--- config.mk ---
export PLATFORM = sky130hd
export DESIGN_NAME = address_breakpoint_unit
export DESIGN_NICKNAME = d
export VERILOG_FILES = /design/src/rtl/brk_addr_store.v /design/src/rtl/address_breakpoint_unit.v
export VERILOG_INCLUDE_DIRS = /design/src /design/src/rtl
export SDC_FILE = /design/constraint.sdc
export NUM_CORES = 1
export LEC_CHECK = 0
export BUFFER_PORTS_ARGS = -buffer_cell sky130_fd_sc_hd__buf_4
export CORE_MARGIN = 1
export CORE_UTILIZATION = 35
export DETAILED_ROUTE_END_ITERATION = 8
export SLEW_MARGIN = 20
export SYNTH_ARGS = -nofsm -noshare
export SYNTH_HDL_FRONTEND = slang
export SYNTH_SLANG_ARGS = --single-unit
--- constraint.sdc ---
create_clock -name sys_clk -period 3.4 [get_ports sys_clk]
set_input_delay 0.68 -clock sys_clk [delete_from_list [all_inputs] [get_ports sys_clk]]
set_output_delay 0.68 -clock sys_clk [all_outputs]
set_load 0.01 [all_outputs]
--- src/rtl/brk_defs.vh ---
`ifndef BRK_DEFS_VH
`define BRK_DEFS_VH

// ------------------------------------------------------------
// register offsets (local port)
// ------------------------------------------------------------
`define OFS_BRK_HIGH     3'h0
`define OFS_BRK_LOW      3'h1
`define OFS_BRK_SCR      3'h2
`define OFS_IRQ_STATUS   3'h3
`define OFS_IRQ_MASK     3'h4
`define OFS_SYS_CTRL     3'h5

// ------------------------------------------------------------
// field positions
// ------------------------------------------------------------
`define BIT_BRK_ENABLE   7
`define BIT_BRK_ACTIVE   6
`define BIT_CLR_FLAG_EN  0
`define BIT_BRK_WAIT     1
`define BIT_MONITOR      2
`define BIT_EV_MATCH     0
`define BIT_EV_SOFT      1
`define BIT_EV_WAIT      2

// ------------------------------------------------------------
// reset values and vectors
// ------------------------------------------------------------
`define RST_BYTE         8'h00
`define VEC_USER         16'hFFFC
`define VEC_MONITOR      16'hFEFC

`endif

--- src/rtl/brk_addr_store.v ---
`timescale 1ns/1ps
`default_nettype none

// ------------------------------------------------------------
// break address byte store, registered read
// ------------------------------------------------------------
module brk_addr_store
(
  input  wire       sys_clk,
  input  wire       reset,
  input  wire       wr_en,
  input  wire       wr_sel,
  input  wire [7:0] wr_data,
  input  wire       rd_sel,
  output reg  [7:0] rd_data,
  output wire [15:0] match_addr
);

  reg [7:0] byte_r [0:1];

  assign match_addr = {byte_r[1], byte_r[0]};

  always @(posedge sys_clk)
  begin
    if (reset)
    begin
      byte_r[0] <= 8'h00;
      byte_r[1] <= 8'h00;
      rd_data   <= 8'h00;
    end
    else
    begin
      if (wr_en)
        byte_r[wr_sel] <= wr_data;
      rd_data <= byte_r[rd_sel];
    end
  end

endmodule

`default_nettype wire

--- src/rtl/address_breakpoint_unit.v ---
`timescale 1ns/1ps
`default_nettype none
`include "brk_defs.vh"

// Operation
// - address equal break address raises breakpoint request
// - compare current program counter, both bytes
// - request makes cpu load software interrupt instruction
// - vector user FFFC, monitor FEFC
// - break starts after instruction; immediate on last
// - writing one to active bit breaks
// - return from interrupt ends break state
// - enable bit 7 gates address matches
// - match sets break active bit
// - software zero write or reset clears active
// - address bytes reset to zero
// - timer counter halted during break
// - watchdog off in break with test voltage
// - break wait flag clearing in break needs clear enable
// - active in wait; break wait flag recorded
// - no breaks in stop mode
// - stop leaves registers unchanged
module address_breakpoint_unit
(
  input  wire        sys_clk,
  input  wire        reset,
  input  wire [2:0]  reg_addr,
  input  wire [7:0]  reg_wdata,
  input  wire        reg_wr,
  input  wire        reg_rd,
  output reg  [7:0]  reg_rdata,
  input  wire [15:0] prog_addr,
  input  wire        fetch_valid,
  input  wire        instr_last_cycle,
  input  wire        rti_done,
  input  wire        wait_mode,
  input  wire        stop_mode,
  input  wire        high_test_voltage,
  output wire        breakpoint_request,
  output wire        force_swi,
  output wire [15:0] break_vector,
  output wire        break_state,
  output wire        timer_halt,
  output wire        watchdog_disable,
  output wire        status_clear_allow,
  output wire        irq
);

  // ------------------------------------------------------------
  // state
  // ------------------------------------------------------------
  localparam ST_IDLE    = 3'b001;
  localparam ST_PENDING = 3'b010;
  localparam ST_BREAK   = 3'b100;

  reg  [2:0]  state_r;
  reg  [2:0]  state_nxt;
  reg         enable_r;
  reg         active_r;
  reg         clr_en_r;
  reg         monitor_r;
  reg         bwait_r;
  reg  [2:0]  stat_r;
  reg  [2:0]  mask_r;
  reg  [2:0]  rd_addr_r;
  reg  [7:0]  local_rd_r;
  wire [15:0] match_addr;
  wire [7:0]  addr_rdata;
  wire        addr_wr;
  wire        hit;
  wire        soft_brk;
  wire        req;

  function sel;
    input [2:0] a;
    input [2:0] ofs;
    begin
      sel = (a == ofs);
    end
  endfunction

  assign addr_wr = reg_wr & (sel(reg_addr, `OFS_BRK_HIGH) |
                             sel(reg_addr, `OFS_BRK_LOW));

  // ------------------------------------------------------------
  // address store
  // ------------------------------------------------------------
  brk_addr_store u_store
  (
    .sys_clk    (sys_clk),
    .reset      (reset),
    .wr_en      (addr_wr),
    .wr_sel     (sel(reg_addr, `OFS_BRK_HIGH)),
    .wr_data    (reg_wdata),
    .rd_sel     (sel(reg_addr, `OFS_BRK_HIGH)),
    .rd_data    (addr_rdata),
    .match_addr (match_addr)
  );

  // ------------------------------------------------------------
  // match and request
  // ------------------------------------------------------------
  // stop mode kills both sources; wait mode does not
  assign hit = enable_r & fetch_valid & ~stop_mode &
               (prog_addr == match_addr);
  assign soft_brk = reg_wr & sel(reg_addr, `OFS_BRK_SCR) &
                    reg_wdata[`BIT_BRK_ACTIVE] & ~stop_mode;
  assign req = (hit | soft_brk) & state_r[0];

  assign breakpoint_request = ~state_r[0] | req;
  // swi injected only at an instruction boundary
  assign force_swi = (state_r[1] | req) & instr_last_cycle;
  assign break_vector = monitor_r ? `VEC_MONITOR : `VEC_USER;
  assign break_state = state_r[2];
  assign timer_halt = state_r[2];
  assign watchdog_disable = state_r[2] & high_test_voltage;
  assign status_clear_allow = ~state_r[2] | clr_en_r;
  assign irq = |(stat_r & mask_r);

  always @*
  begin
    state_nxt = state_r;
    case (state_r)
      ST_IDLE:
        if (req)
          state_nxt = instr_last_cycle ? ST_BREAK : ST_PENDING;
      ST_PENDING:
        if (instr_last_cycle)
          state_nxt = ST_BREAK;
      ST_BREAK:
        if (rti_done)
          state_nxt = ST_IDLE;
      default:
        state_nxt = ST_IDLE;
    endcase
  end

  // ------------------------------------------------------------
  // registers
  // ------------------------------------------------------------
  // stop mode gates nothing here, so contents survive it
  always @(posedge sys_clk)
  begin
    if (reset)
    begin
      state_r   <= ST_IDLE;
      enable_r  <= 1'b0;
      active_r  <= 1'b0;
      clr_en_r  <= 1'b0;
      monitor_r <= 1'b0;
      bwait_r   <= 1'b0;
      stat_r    <= 3'h0;
      mask_r    <= 3'h0;
      rd_addr_r <= 3'h0;
      local_rd_r <= `RST_BYTE;
    end
    else
    begin
      state_r   <= state_nxt;
      rd_addr_r <= reg_addr;
      if (reg_wr & sel(reg_addr, `OFS_BRK_SCR))
        enable_r <= reg_wdata[`BIT_BRK_ENABLE];
      // set wins over a clearing write in the same cycle
      if (hit | soft_brk)
        active_r <= 1'b1;
      else if (reg_wr & sel(reg_addr, `OFS_BRK_SCR) &
               ~reg_wdata[`BIT_BRK_ACTIVE])
        active_r <= 1'b0;
      if (reg_wr & sel(reg_addr, `OFS_SYS_CTRL))
      begin
        clr_en_r  <= reg_wdata[`BIT_CLR_FLAG_EN];
        monitor_r <= reg_wdata[`BIT_MONITOR];
      end
      if (req & wait_mode)
        bwait_r <= 1'b1;
      else if (reg_wr & sel(reg_addr, `OFS_SYS_CTRL) &
               ~reg_wdata[`BIT_BRK_WAIT] & status_clear_allow)
        bwait_r <= 1'b0;
      if (reg_wr & sel(reg_addr, `OFS_IRQ_MASK))
        mask_r <= reg_wdata[2:0];
      // read of status clears it, a new event same cycle wins
      stat_r <= ((reg_rd & sel(reg_addr, `OFS_IRQ_STATUS)) ? 3'h0 : stat_r)
                | {req & wait_mode, soft_brk, hit};
      if (reg_rd)
      begin
        case (reg_addr)
          `OFS_BRK_SCR:
            local_rd_r <= {enable_r, active_r, 6'h00};
          `OFS_IRQ_STATUS:
            local_rd_r <= {5'h00, stat_r};
          `OFS_IRQ_MASK:
            local_rd_r <= {5'h00, mask_r};
          `OFS_SYS_CTRL:
            local_rd_r <= {5'h00, monitor_r, bwait_r, clr_en_r};
          default:
            local_rd_r <= 8'h00;
        endcase
      end
      else
        local_rd_r <= 8'h00;
    end
  end

  // ------------------------------------------------------------
  // read mux
  // ------------------------------------------------------------
  reg rd_was_r;
  always @(posedge sys_clk)
  begin
    if (reset)
      rd_was_r <= 1'b0;
    else
      rd_was_r <= reg_rd;
  end

  always @*
  begin
    if (rd_was_r & (sel(rd_addr_r, `OFS_BRK_HIGH) |
                    sel(rd_addr_r, `OFS_BRK_LOW)))
      reg_rdata = addr_rdata;
    else
      reg_rdata = local_rd_r;
  end

endmodule

`default_nettype wire

==> results list, run 1 <==
- Of the total power, the share spent switching nets is 0.249.
- Worst-margin pin slew: about 1.0 ns
* Length of the first detailed-routing pass in iterations: 5
- For this block, the via count after detailed routing is 1701.
- The first global-routing pass estimated 7960 um of wire.
- The tree is rooted in a sky130_fd_sc_hd__clkbuf_8.
- Die Y: 83.1 um
- Mean number of vias per cell: 4.75
- The floorplan step defined a die boundary enclosing 6910 sq um.
- Sorting the synthesized cells by area gives the leading types as sky130_fd_sc_hd__dfxtp_1 26%, sky130_fd_sc_hd__edfxtp_1 21%, sky130_fd_sc_hd__xnor2_1 6.5%.
- The number of antenna violations at the first check in global routing is 0.
- The internal portion of the total power is between 0.0008 and 0.0009 W.
- After synthesis, the share of cell area in mux cells is 0.0652.
* Layout-stage area growth over the synthesis result: 20.3%
* Fraction of synthesized cell area taken by the top area cell type: 0.261
- Sequential share of power: 0.567
- The share of total power dissipated in the clock network is 0.309.
- Post-route DRC violation count: 0
* Data required, critical path: about 2.7 ns
- Post-route fraction of the period consumed by the critical path: 0.726
- Dominant combinational cell family by area after synthesis: simple AND/OR/NAND/NOR gates
- The repair_antennas step left the layout with diodes totalling 0.
* Net switching component of the power: 0.000266 W
- Clock transition at the register clock pins on the worst setup and hold paths after CTS: about 0.090 ns
- Leak: approximately 1.2 nW
- During synthesis, Yosys emitted a total of 0 warnings.
* Post-synthesis simple-gate area fraction: 0.237
- For this design the top-level I/O count stands at a little under 70.
* Slowest stage delay, CP: 0.34 ns
- Clock tree synthesis found a total of 46 sinks.
- Among all flip-flop cells after synthesis, the most frequent one is sky130_fd_sc_hd__dfxtp_1.
- Share of layout cells above drive strength 1: 0.288
* Global-route usage over all layers: 0.147
* IO Port Bufs: 52
- Count of endpoints failing hold in the final timing report: 0
- Aggregate negative setup slack: 0 ns
- Grouping stages by cell kind, the critical path spends the most delay in simple AND/OR/NAND/NOR gates.
- # resized after CTS: 0
- After detailed routing, the total wire length is 4930 um.
- Distinct cells, synth: 43
- Num CTS Buffers: 5
- Entering global routing, the biggest net connects 28 pins.
* Fmax: 405 MHz
- Routed wirelength normalized by instance count: roughly 14 um
- # H-tree levels: 2
- Initial core utilization: 0.363
* Adder-cell area share of the yosys netlist: 0
- Worst slew margin relative to its limit: 0.322
- Result of the run: complete, no violations
- Most numerous cell on the critical path: sky130_fd_sc_hd__buf_4
- The floorplan step defined a core boundary enclosing between 6000 and 7000 sq um.
- The cell area that synthesis handed to floorplanning was 2300 sq um.
* Grt ovf: 0
- Final core utilization: 0.436
- Chip Width: 83.1 um
- IR analysis of the VDD net gives a maximum drop of ~0.14 mV.
- Clock latency on the worst-skew pair: 0.29 ns
- Detailed placement HPWL: 3770 um
- Synthesized netlist cell count: 229
- Slew Limit Fails: 0
* Fraction of registers with async set or reset after synthesis: 0
* Post-CTS Setup Inserts: 0
- Count of flip-flops with a built-in enable after synthesis: 16
* Setup slack of the worst register-to-register path: 1.75 ns
- Setup repair after global routing left no endpoint under its margin.
* Std cell rows: 29
- STA classifies the critical path startpoint as an input pin.
* Nets: between 300 and 400
- The synthesized design contains 46 register bits.
- In this run the worst path has a maximum fanout of 6.
- Worst Setup End Kind: primary output
* Area leader, netlist: sky130_fd_sc_hd__dfxtp_1
- TritonCTS built the clock tree.
- DRC marker count from the first detailed-route iteration: 123
- The critical path contains buffers and inverters numbering 2 combined.
- The critical path goes through buf_4, xnor2_1, nand3_1, nor3_2, a21oi_2, nand2_1, buf_4.
- Setup violations, final: 0
* CTS hold repair buffers: 0
- In this run the power density over the cells is 385 nW/um^2.
- Slowest cell on the critical path: sky130_fd_sc_hd__nor3_2
- Class of the tightest hold or removal check: reg -> reg
- Max-cap violations in this run came to 0.
* Number of global-route vias before repair: 1558
- Of the total power, combinational logic draws 0.124.
* Worst Path Arrival: approximately 1.8 ns
- Buffer levels on the longest clock path: 2
* Post-Synth XOR/XNOR Area: 0.0647
- Share of the synthesized area in compound gates (AO/OA/AOI/OAI): 0.0799
- Across the routed clock network, the largest skew measured is 0.0100 ns.
- Once detail routing completed, the nets flagged for antenna violations numbered 0.
- The critical path is of the in -> out type.
- The routed design could run at a clock period as short as 2.47 ns.
* Routability congestion estimate from global placement: 0.823
- Post-synthesis sequential area ratio: 0.470
* Per-instance average area after synthesis: 10.1 sq um
## path summary, 6_finish.rpt
path / start / endpoint / cells after the start
setup / recovery: prog_addr[7] / breakpoint_request / 7
hold / removal: stat_r[0]$_SDFF_PP0_ / stat_r[0]$_SDFF_PP0_ / 2
setup reg to reg: u_store.byte_r[1][6]$_SDFFCE_PN0P_ / bwait_r$_SDFFE_PP0P_ / 5
hold reg to reg: stat_r[0]$_SDFF_PP0_ / stat_r[0]$_SDFF_PP0_ / 2
## layout by cell type (no fill, tap or decap), drive strengths merged, types with 4 or more instances in the layout
cell	instances
mux2	8
xnor2	17
nor2b	5
o21ai	4
nand2	25
buf	53
dfxtp	30
mux2i	6
nor2	17
a21oi	14
inv	5
clkbuf	5
edfxtp	16
nand4	4
conb	15
nand3	6
and2	22
## flip-flops by register name (all words and copies together), names as in the netlist, 2 cells and up
register / count
u_store.byte_r: 16
state_r: 3
local_rd_r: 5
rd_addr_r: 2
u_store.rd_data: 8
stat_r: 3
mask_r: 3
## per-layer routing
layer / vias up / track usage / wire (um) / share of wire
li1: 854 / - / - / -
met1: 792 / 0.206 / 2290 / 0.46
met2: 50 / 0.233 / 2380 / 0.48
met3: 5 / 0.0209 / 234 / 0.047
met4: 0 / 0.0470 / 25 / 0.0051
met5: - / 0 / 0 / 0
## tightest hold or removal path, stage by stage (launching register included)
cell and delay, ns:
sky130_fd_sc_hd__dfxtp_1 0.33, sky130_fd_sc_hd__nand2_1 0.06, sky130_fd_sc_hd__nand2_1 0.05
## power by group through the flow
stage | registers [W] | logic [W] | clock network, W
2_1_floorplan | 0.000613 | 0.0000898 | 0
3_3_place_gp | 0.000617 | 0.000132 | 0
3_5_place_dp | 0.000618 | 0.000133 | 0
4_1_cts | 0.000605 | 0.000133 | 0.000339
5_1_grt | 0.000608 | 0.000146 | 0.000366
6_report | 0.000605 | 0.000132 | 0.000330
## stage by stage
step	cells	hold slack, ns	worst slack (ns)	instance area, sq um	power, W
3_3_place_gp	350	0.458	0.916	2680	0.000750
2_1_floorplan	242	0.423	1.06	2350	0.000703
6_report	358	0.475	0.931	2770	0.00107
4_1_cts	358	0.478	0.887	2770	0.00108
5_1_grt	358	0.501	0.753	2770	0.00112
3_5_place_dp	350	0.465	0.906	2680	0.000751
## kinds of logic (layout without fill, tap and decap cells)
| group | Yosys count | after routing |
|---|---|---|
| AOI/OAI and AO/OA | 29 | 29 |
| xor gates and xnor gates | 17 | 17 |
| buffers and inverters | 27 | 66 |
| DFF | 46 | 46 |
| muxes | 14 | 14 |
| other | 2 | 15 |
| and+or+nand+nor | 94 | 94 |
## cell usage after synthesis, types with 3 or more instances
cell                       instances
sky130_fd_sc_hd__a21oi_1          13
sky130_fd_sc_hd__o21ai_0           4
sky130_fd_sc_hd__nand2_1          25
sky130_fd_sc_hd__nor2_1           14
sky130_fd_sc_hd__a22oi_1           3
sky130_fd_sc_hd__nand3_1           5
sky130_fd_sc_hd__mux2_2            8
sky130_fd_sc_hd__buf_6             3
sky130_fd_sc_hd__dfxtp_1          30
sky130_fd_sc_hd__xnor2_1          17
sky130_fd_sc_hd__edfxtp_1         16
sky130_fd_sc_hd__inv_1             5
sky130_fd_sc_hd__buf_4            16
sky130_fd_sc_hd__nor2b_1           5
sky130_fd_sc_hd__and2_1           22
sky130_fd_sc_hd__nand4_1           4
sky130_fd_sc_hd__mux2i_1           6
## area by class of cell
| cell class | instances | area, sq um |
|---|---|---|
| clock buffer | 5 | 68.8 |
| clock inverter | 3 | 21.3 |
| fill | 652 | 3580 |
| inverter | 5 | 18.8 |
| multi-input combinational | 169 | 1080 |
| sequential | 46 | 1080 |
| tap | 77 | 96.3 |
| timing repair buffer | 53 | 398 |
Power figures use the tool's default switching activity.
==> run 2: changes to the inputs <==
==> constraint.sdc (replaced) <==
create_clock -name sys_clk -period 2 [get_ports sys_clk]
set_input_delay 0.4 -clock sys_clk [delete_from_list [all_inputs] [get_ports sys_clk]]
set_output_delay 0.4 -clock sys_clk [all_outputs]
set_load 0.01 [all_outputs]
==> run 2 against run 1 <==
Clock skew shrank 0.0056 ns. Largest power group unchanged. Hold slack worse by 0.13 ns. The run now ends with setup timing left. Largest cell class unchanged. Critical path type is now reg -> out. Clock-buffer cell count unchanged. Sequential power rose by 70%. Non-clock buffer count grew 15. Global-route usage grew 0.60 points. Register-to-register slack worse by 1.4 ns.
==> results list, run 2 (synthesis results as in run 1) <==
* Final core utilization: 0.455 (+0.0191)
- The library cell used most frequently in the layout, excluding fill and tap cells, is sky130_fd_sc_hd__buf_4.
* Final cell area excluding filler cells: 2890 sq um (+4.4%)
* Type of the worst setup path: reg -> out
- Clock latency on the worst-skew pair: 0.30 ns (about the same)
- Die outline area: 6910 sq um (unchanged)
- Clock transition at the register clock pins on the worst setup and hold paths after CTS: 0.09 ns (about the same)
- Worst-path fanout max: 3 (-3)
- Setup repair after global routing could not meet its margin everywhere.
- The detailed-route vias per instance is 4.66 (-2.0%).
* IO Port Bufs: 52 (unchanged)
* Worst Path Arrival: 1.69 ns (-0.10 ns)
* CTS tree: yes
- CTS Root Buffer Type: sky130_fd_sc_hd__clkbuf_8
- The quantity of hold-fixing buffers added after cts came to 0 (unchanged).
* Area of the placeable core: 6350 sq um (unchanged)
* Routability congestion estimate from global placement: 0.805 (-2.2%)
* Number of antenna cells inserted: 0 (unchanged)
* Worst slew margin relative to its limit: 0.603 (+0.281)
* Final critical-path required period: approximately 2.1 ns
* Class of the tightest hold or removal check: in -> reg
- The post-route worst setup slack was -0.0938 ns (-1.03 ns).
* Largest reg by FF count: u_store.byte_r
- The final routed wirelength across all metal layers is 5040 um (+2.3%).
- Leak: 1.24 nW (+8.1%)
- Post-route DRC violation count: 0 (unchanged)
- The run finished, with violations left.
* # H-tree levels: 2 (unchanged)
* Length of the first detailed-routing pass in iterations: 4 (-1)
* Max rail drop VDD: 0.255 mV (+86%)
- The max-capacitance violation count came to 0 (unchanged).
* Share of layout cells above drive strength 1: 0.324 (+0.0361)
* Number of global-route vias before repair: 1666 (+6.9%)
- Count of endpoints failing hold in the final timing report: 0 (unchanged)
- Dividing the final minimum period by the clock period gives 1.05.
- Fin Clk Skew: 0.00441 ns (-0.00561 ns)
- Failing checks: setup timing
- I/O pin cnt: 68 (unchanged)
- Initial antenna violation count: 0 (unchanged)
- The maximum root-to-sink buffer count was 2 (unchanged).
- Total placed instance area: 2750 sq um (+2.5%)
* Flip-flop count of the largest register after layout: 16 (unchanged)
- The largest net degree at the start of global routing was 27 (-3.6%).
- Data required, critical path: 1.60 ns (-1.12 ns)
* Via Count: 1737 (+2.1%)
- Nets: 332 (+4.7%)
- Global-route usage over all layers: 0.153 (+0.00598)
- Biggest registers after layout: u_store.byte_r: 16 flops, u_store.rd_data: 8 flops, local_rd_r: 5 flops
- Most frequent cells in the layout: 68 x sky130_fd_sc_hd__buf_4, 30 x sky130_fd_sc_hd__dfxtp_1, 25 x sky130_fd_sc_hd__nand2_1, 22 x sky130_fd_sc_hd__and2_1, 17 x sky130_fd_sc_hd__xnor2_1
- Slew Limit Fails: 0 (unchanged)
* Std cell rows: 29 (unchanged)
- The detailed-placement wirelength estimate came to 3810 um (+1.1%).
- Static timing analysis puts the maximum clock frequency at 478 MHz.
- The die outline width was 83.1 um (unchanged).
- Setup violations, final: 2 (+2)
- Routed wirelength normalized by instance count: 13.5 um (-1.8%)
- The number of routed nets with antenna violations came to 0 (unchanged).
* Worst-margin pin slew: 0.591 ns (-0.419 ns)
- Grt ovf: 0 (unchanged)
- The clock buffer count from CTS came to 5 (unchanged).
- Clock Sink Count: 46 (unchanged)
- The starting density of the core came to 0.363 (unchanged).
- The worst setup path is captured at a primary output.
* Layout-stage area growth over the synthesis result: 25.5%
* Sort of element at the start of the critical path: register
- The power per cell area came to 644 nW/um^2 (+67%).
- Die Y: 83.1 um (unchanged)
* Wire length of the first global-routing pass: 8270 um (+4.0%)
* DRC marker count from the first detailed-route iteration: 75 (-39%)
-- run 2: changes by cell type in the layout (fill, tap and decap cells not counted), sizes merged --
cell and change:
buf +15, clkinvlp -1, clkinv -1, inv +2
-- run 2: worst paths after layout --
check	from	to	slack, ns	cells after the start
max	u_store.byte_r[1][6]$_SDFFCE_PN0P_	force_swi	-0.09	6
min reg2reg	active_r$_SDFFE_PP0P_	local_rd_r[6]$_SDFF_PP0_	0.47	1
max reg2reg	u_store.byte_r[1][6]$_SDFFCE_PN0P_	stat_r[2]$_SDFF_PP0_	0.32	6
min	reg_wdata[7]	enable_r$_SDFFE_PP0N_	0.35	3
-- run 2: layout make-up --
cell class	count	area [sq um]
multi-input cells	169	1090
clock buffers	5	68.8
repair buffers	68	510
inverters	5	18.8
clock inverters	3	23.8
flip-flops and latches	46	1080
well taps	77	96.3
fillers	643	3460
-- run 2: routing by layer --
| layer | global-route usage | share of wire | up-vias | routed length, um |
|---|---|---|---|---|
| met1 | 0.195 | 0.46 | 803 | 2320 |
| met3 | 0.0278 | 0.037 | 6 | 187 |
| met5 | 0 | 0 | - | 0 |
| li1 | - | - | 884 | - |
| met2 | 0.259 | 0.49 | 44 | 2480 |
| met4 | 0.0517 | 0.012 | 0 | 59 |
-- run 2: timing repair --
action,in CTS,in global routing
gates resized for setup,1,0
endpoints found under the setup margin,2,2
setup buffers,6,0
pin swaps,15,3
-- run 2: per-stage QoR --
stage	setup TNS (ns)	worst slack [ns]	total power, W	cells	hold slack (ns)
6_report	-0.162	-0.0938	0.00186	373	0.350
5_1_grt	-0.409	-0.256	0.00194	373	0.356
4_1_cts	-0.0884	-0.0643	0.00188	373	0.346
3_5_place_dp	0	0.0977	0.00128	359	0.458
3_3_place_gp	0	0.101	0.00128	359	0.450
2_1_floorplan	0	0.160	0.00120	242	0.423
-- run 2: worst max-delay path, cell delays in order (launching register included) --
cell and delay (ns):
sky130_fd_sc_hd__edfxtp_1 0.44, sky130_fd_sc_hd__xnor2_1 0.18, sky130_fd_sc_hd__nand4_1 0.17, sky130_fd_sc_hd__nor3_4 0.28, sky130_fd_sc_hd__nand4_1 0.12, sky130_fd_sc_hd__nand3_1 0.09, sky130_fd_sc_hd__buf_4 0.12
-- run 2: where the power goes --
part           switching [W]  leakage, nW  internal [W]
combinational       0.000120        0.796      0.000123
clock               0.000338       0.0491      0.000253
sequential         0.0000223        0.398       0.00101
total               0.000480         1.24       0.00138
==> run 3: changes to the inputs <==
--- a/config.mk
+++ b/config.mk
@@ -8,8 +8,9 @@
 export LEC_CHECK = 0
 export BUFFER_PORTS_ARGS = -buffer_cell sky130_fd_sc_hd__buf_4
 export CORE_MARGIN = 1
-export CORE_UTILIZATION = 35
+export CORE_UTILIZATION = 46
 export DETAILED_ROUTE_END_ITERATION = 8
+export PLACE_DENSITY = 0.75
 export SLEW_MARGIN = 20
 export SYNTH_ARGS = -nofsm -noshare
 export SYNTH_HDL_FRONTEND = slang
==> run 3 against run 2 <==
The flow still finishes with violations (setup timing). Sequential share of layout area grew 0.36 points. Via count decreased by 0.17%. Critical path type unchanged. Largest power group unchanged. Wire length shrank 5.5%. Global-route usage up 4.1 points. Total power down 1.4%. Largest cell class unchanged. Highest routed layer unchanged. Worst setup slack got worse by 0.014 ns. First-iteration DRC count increased by 19%.
==> results list, run 3 (synthesis results as in run 1) <==
- Result of the run: finished with violations
* Failing checks: setup timing
- The worst path arrival time was 1.71 ns (+0.02 ns).
* Biggest registers after layout: u_store.byte_r: 16 flops, u_store.rd_data: 8 flops, local_rd_r: 5 flops
* Worst slew margin relative to its limit: 0.648 (+0.0451)
- The summed area of non-filler cells in the final layout was 2860 sq um (-0.95%).
- Initial antenna violation count: 0 (unchanged)
* Post-route fraction of the period consumed by the critical path: 1.05 (+0.00712)
* Mean number of vias per cell: 4.83 (+3.7%)
- The total DRC errors in the routed layout was 0 (unchanged).
- The via total after detailed routing is 1734 (-0.17%).
- Setup slack of the worst register-to-register path: 0.32 ns (about the same)
- DRC marker count from the first detailed-route iteration: 89 (+19%)
- Internal power: 0.00137 W (-0.61%)
- Std cell rows: 25 (-14%)
- CTS tree: yes
- Final wirelength: 4770 um (-5.5%)
- The worst hold path terminates at monitor_r$_SDFFE_PP0P_.
- The endpoint identified for the worst register-to-register timing path is bwait_r$_SDFFE_PP0P_.
* Clock transition at the register clock pins on the worst setup and hold paths after CTS: 0.09 ns (about the same)
* Sort of element at the start of the critical path: register
* Leak: 1.23 nW (-1.1%)
- Slew Limit Fails: 0 (unchanged)
- Most common cell after layout, fill and taps aside: sky130_fd_sc_hd__buf_4
- Net switching component of the power: 0.000462 W (-3.7%)
- Setup repair after global routing could not meet its margin everywhere.
* Fmax: 474 MHz (-0.68%)
- The number of flip-flops under the largest register name was 16 (unchanged).
- The maximum resistive drop on vdd came to 0.290 mV (+14%).
- Largest reg by FF count: u_store.byte_r
- The number of iterations in the first detailed-routing pass is 4 (unchanged).
- Nets: 328 (-1.2%)
* Fraction of power consumed by combinational cells: 0.132 (+0.002)
* Number of global-route vias before repair: 1619 (-2.8%)
* Worst-case hold slack: 0.349 ns (-0.000777 ns)
- Worst Setup End Kind: primary output
- The I/O pin count was 68 (unchanged).
- The transition time of the tightest slew-check pin came to 0.524 ns (-0.0671 ns).
- Global-route usage over all layers: 0.194 (+0.0412)
- Data required, critical path: 1.60 ns (about the same)
- The detailed-placement wirelength estimate was 3620 um (-4.9%).
- The worst hold path begins at reg_wdata[2].
- Chip Width: 72.7 um (-12%)
- In the layout the commonest cells are 64 x sky130_fd_sc_hd__buf_4, 30 x sky130_fd_sc_hd__dfxtp_1, 25 x sky130_fd_sc_hd__nand2_1, 22 x sky130_fd_sc_hd__and2_1, 16 x sky130_fd_sc_hd__edfxtp_1.
* Number of antenna cells inserted: 0 (unchanged)
* Total power density per cell area: 641 nW/um^2 (-0.45%)
- The worst hold path stage count is 3 (unchanged).
- Area of the placeable core: 4750 sq um (-25%)
* Share of layout cells above drive strength 1: 0.325 (+0.00102)
* Pin count of the biggest net entering global routing: 27 (unchanged)
* Switching Share: 0.252 (-0.00593)
* Clock Sink Count: 46 (unchanged)
- The clock buffer count from CTS is 5 (unchanged).
* Fin Clk Skew: 0.00883 ns (+0.00442 ns)
- Post-layout worst setup margin: -0.108 ns (-0.0142 ns)
- Worst-path fanout max: 3 (unchanged)
- The starting density of the core came to 0.484 (+0.122).
- # H-tree levels: 2 (unchanged)
* Final critical-path required period: 2.11 ns (+0.0142 ns)
* Type of the worst setup path: reg -> out
- Routed wirelength normalized by instance count: 13.3 um (-1.8%)
* Die Y: 72.7 um (-12%)
* Part of the total power dissipated in the clock network: 0.309 (-0.009)
* Wire length of the first global-routing pass: 7590 um (-8.3%)
- Pre-CTS worst setup slack: 0.0963 ns (-0.00132 ns)
- The maximum root-to-sink buffer count was 2 (unchanged).
- The number of setup violations in the final report came to 2 (unchanged).
- IO Port Bufs: 52 (unchanged)
- In this run the critical register-to-register path is launched from u_store.byte_r[0][3]$_SDFFCE_PN0P_.
- The sum of overflow across all layers after global routing came to 0 (unchanged).
- CTS Root Buffer Type: sky130_fd_sc_hd__clkbuf_8
- The number of hold-slack violations in the final timing report came to 0 (unchanged).
- The number of cells on the worst reg-to-reg path is 6 (unchanged).
- Clock latency on the worst-skew pair: 0.30 ns (about the same)
- The core occupancy in the finished layout came to 0.602 (+0.147).
- The final weighted congestion in routability-driven placement came to 0.796 (-1.1%).
- The final total power was 0.00184 W (-1.4%).
- Number of max-capacitance violations reported: 0 (unchanged)
- Layout-stage area growth over the synthesis result: 24.3%
- The number of routed nets with antenna violations was 0 (unchanged).
* Sequential share of power: 0.560 (+0.008)
- Class of the tightest hold or removal check: in -> reg
* Total placed instance area: 2720 sq um (-1.0%)
- Die outline area: 5290 sq um (-23%)
- CTS hold repair buffers: 0 (unchanged)
-- run 3: per-layer routing --
metal | vias up | global-route usage | share of wire
met1 | 793 | 0.246 | 0.44
met4 | 0 | 0.0719 | 0.016
met2 | 57 | 0.332 | 0.49
met3 | 7 | 0.0331 | 0.056
met5 | - | 0 | 0
li1 | 877 | - | -
-- run 3: final cells by class --
class / count / area, sq um
fillers: 425 / 1890
clock buffers: 5 / 68.8
flip-flops and latches: 46 / 1080
multi-input cells: 169 / 1110
inverters: 5 / 18.8
clock inverters: 3 / 21.3
well taps: 67 / 83.8
repair buffers: 64 / 480
-- run 3: power by group through the flow --
stage	clock network [W]	registers, W	logic, W
after floorplan	0	0.00104	0.000153
after global placement	0	0.00105	0.000229
after detailed placement	0	0.00105	0.000233
after CTS	0.000582	0.00103	0.000237
after global routing	0.000617	0.00103	0.000265
final	0.000567	0.00103	0.000241
-- run 3: how the worst max path moves through the flow --
stage                                                  start                            endpoint  slack [ns]
final                     u_store.byte_r[0][3]$_SDFFCE_PN0P_                           force_swi       -0.11
after global routing      u_store.byte_r[1][6]$_SDFFCE_PN0P_                           force_swi       -0.19
after CTS                 u_store.byte_r[0][2]$_SDFFCE_PN0P_                           force_swi       -0.09
after detailed placement                       prog_addr[14]                           force_swi         0.1
after global placement                         prog_addr[14]                           force_swi        0.11
after floorplan                                  reg_addr[1]  u_store.byte_r[1][0]$_SDFFCE_PN0P_        0.16
-- run 3: through the flow --
step | setup TNS, ns | std cells
after floorplan | 0 | 242
final | -0.171 | 359
after global placement | 0 | 347
after detailed placement | 0 | 347
after global routing | -0.337 | 359
after CTS | -0.127 | 357
-- run 3: critical path: stages (launching register included) --
cell                       delay (ns)
sky130_fd_sc_hd__edfxtp_1        0.41
sky130_fd_sc_hd__xnor2_1         0.18
sky130_fd_sc_hd__nand4_1         0.19
sky130_fd_sc_hd__nor3_4          0.30
sky130_fd_sc_hd__nand4_1         0.12
sky130_fd_sc_hd__nand3_1         0.09
sky130_fd_sc_hd__buf_4           0.12
-- run 3: what timing repair did --
action	in CTS	in global routing
gates resized for setup	2	2
setup endpoints to repair	2	2
buffers inserted	2	2
pin swaps	5	5
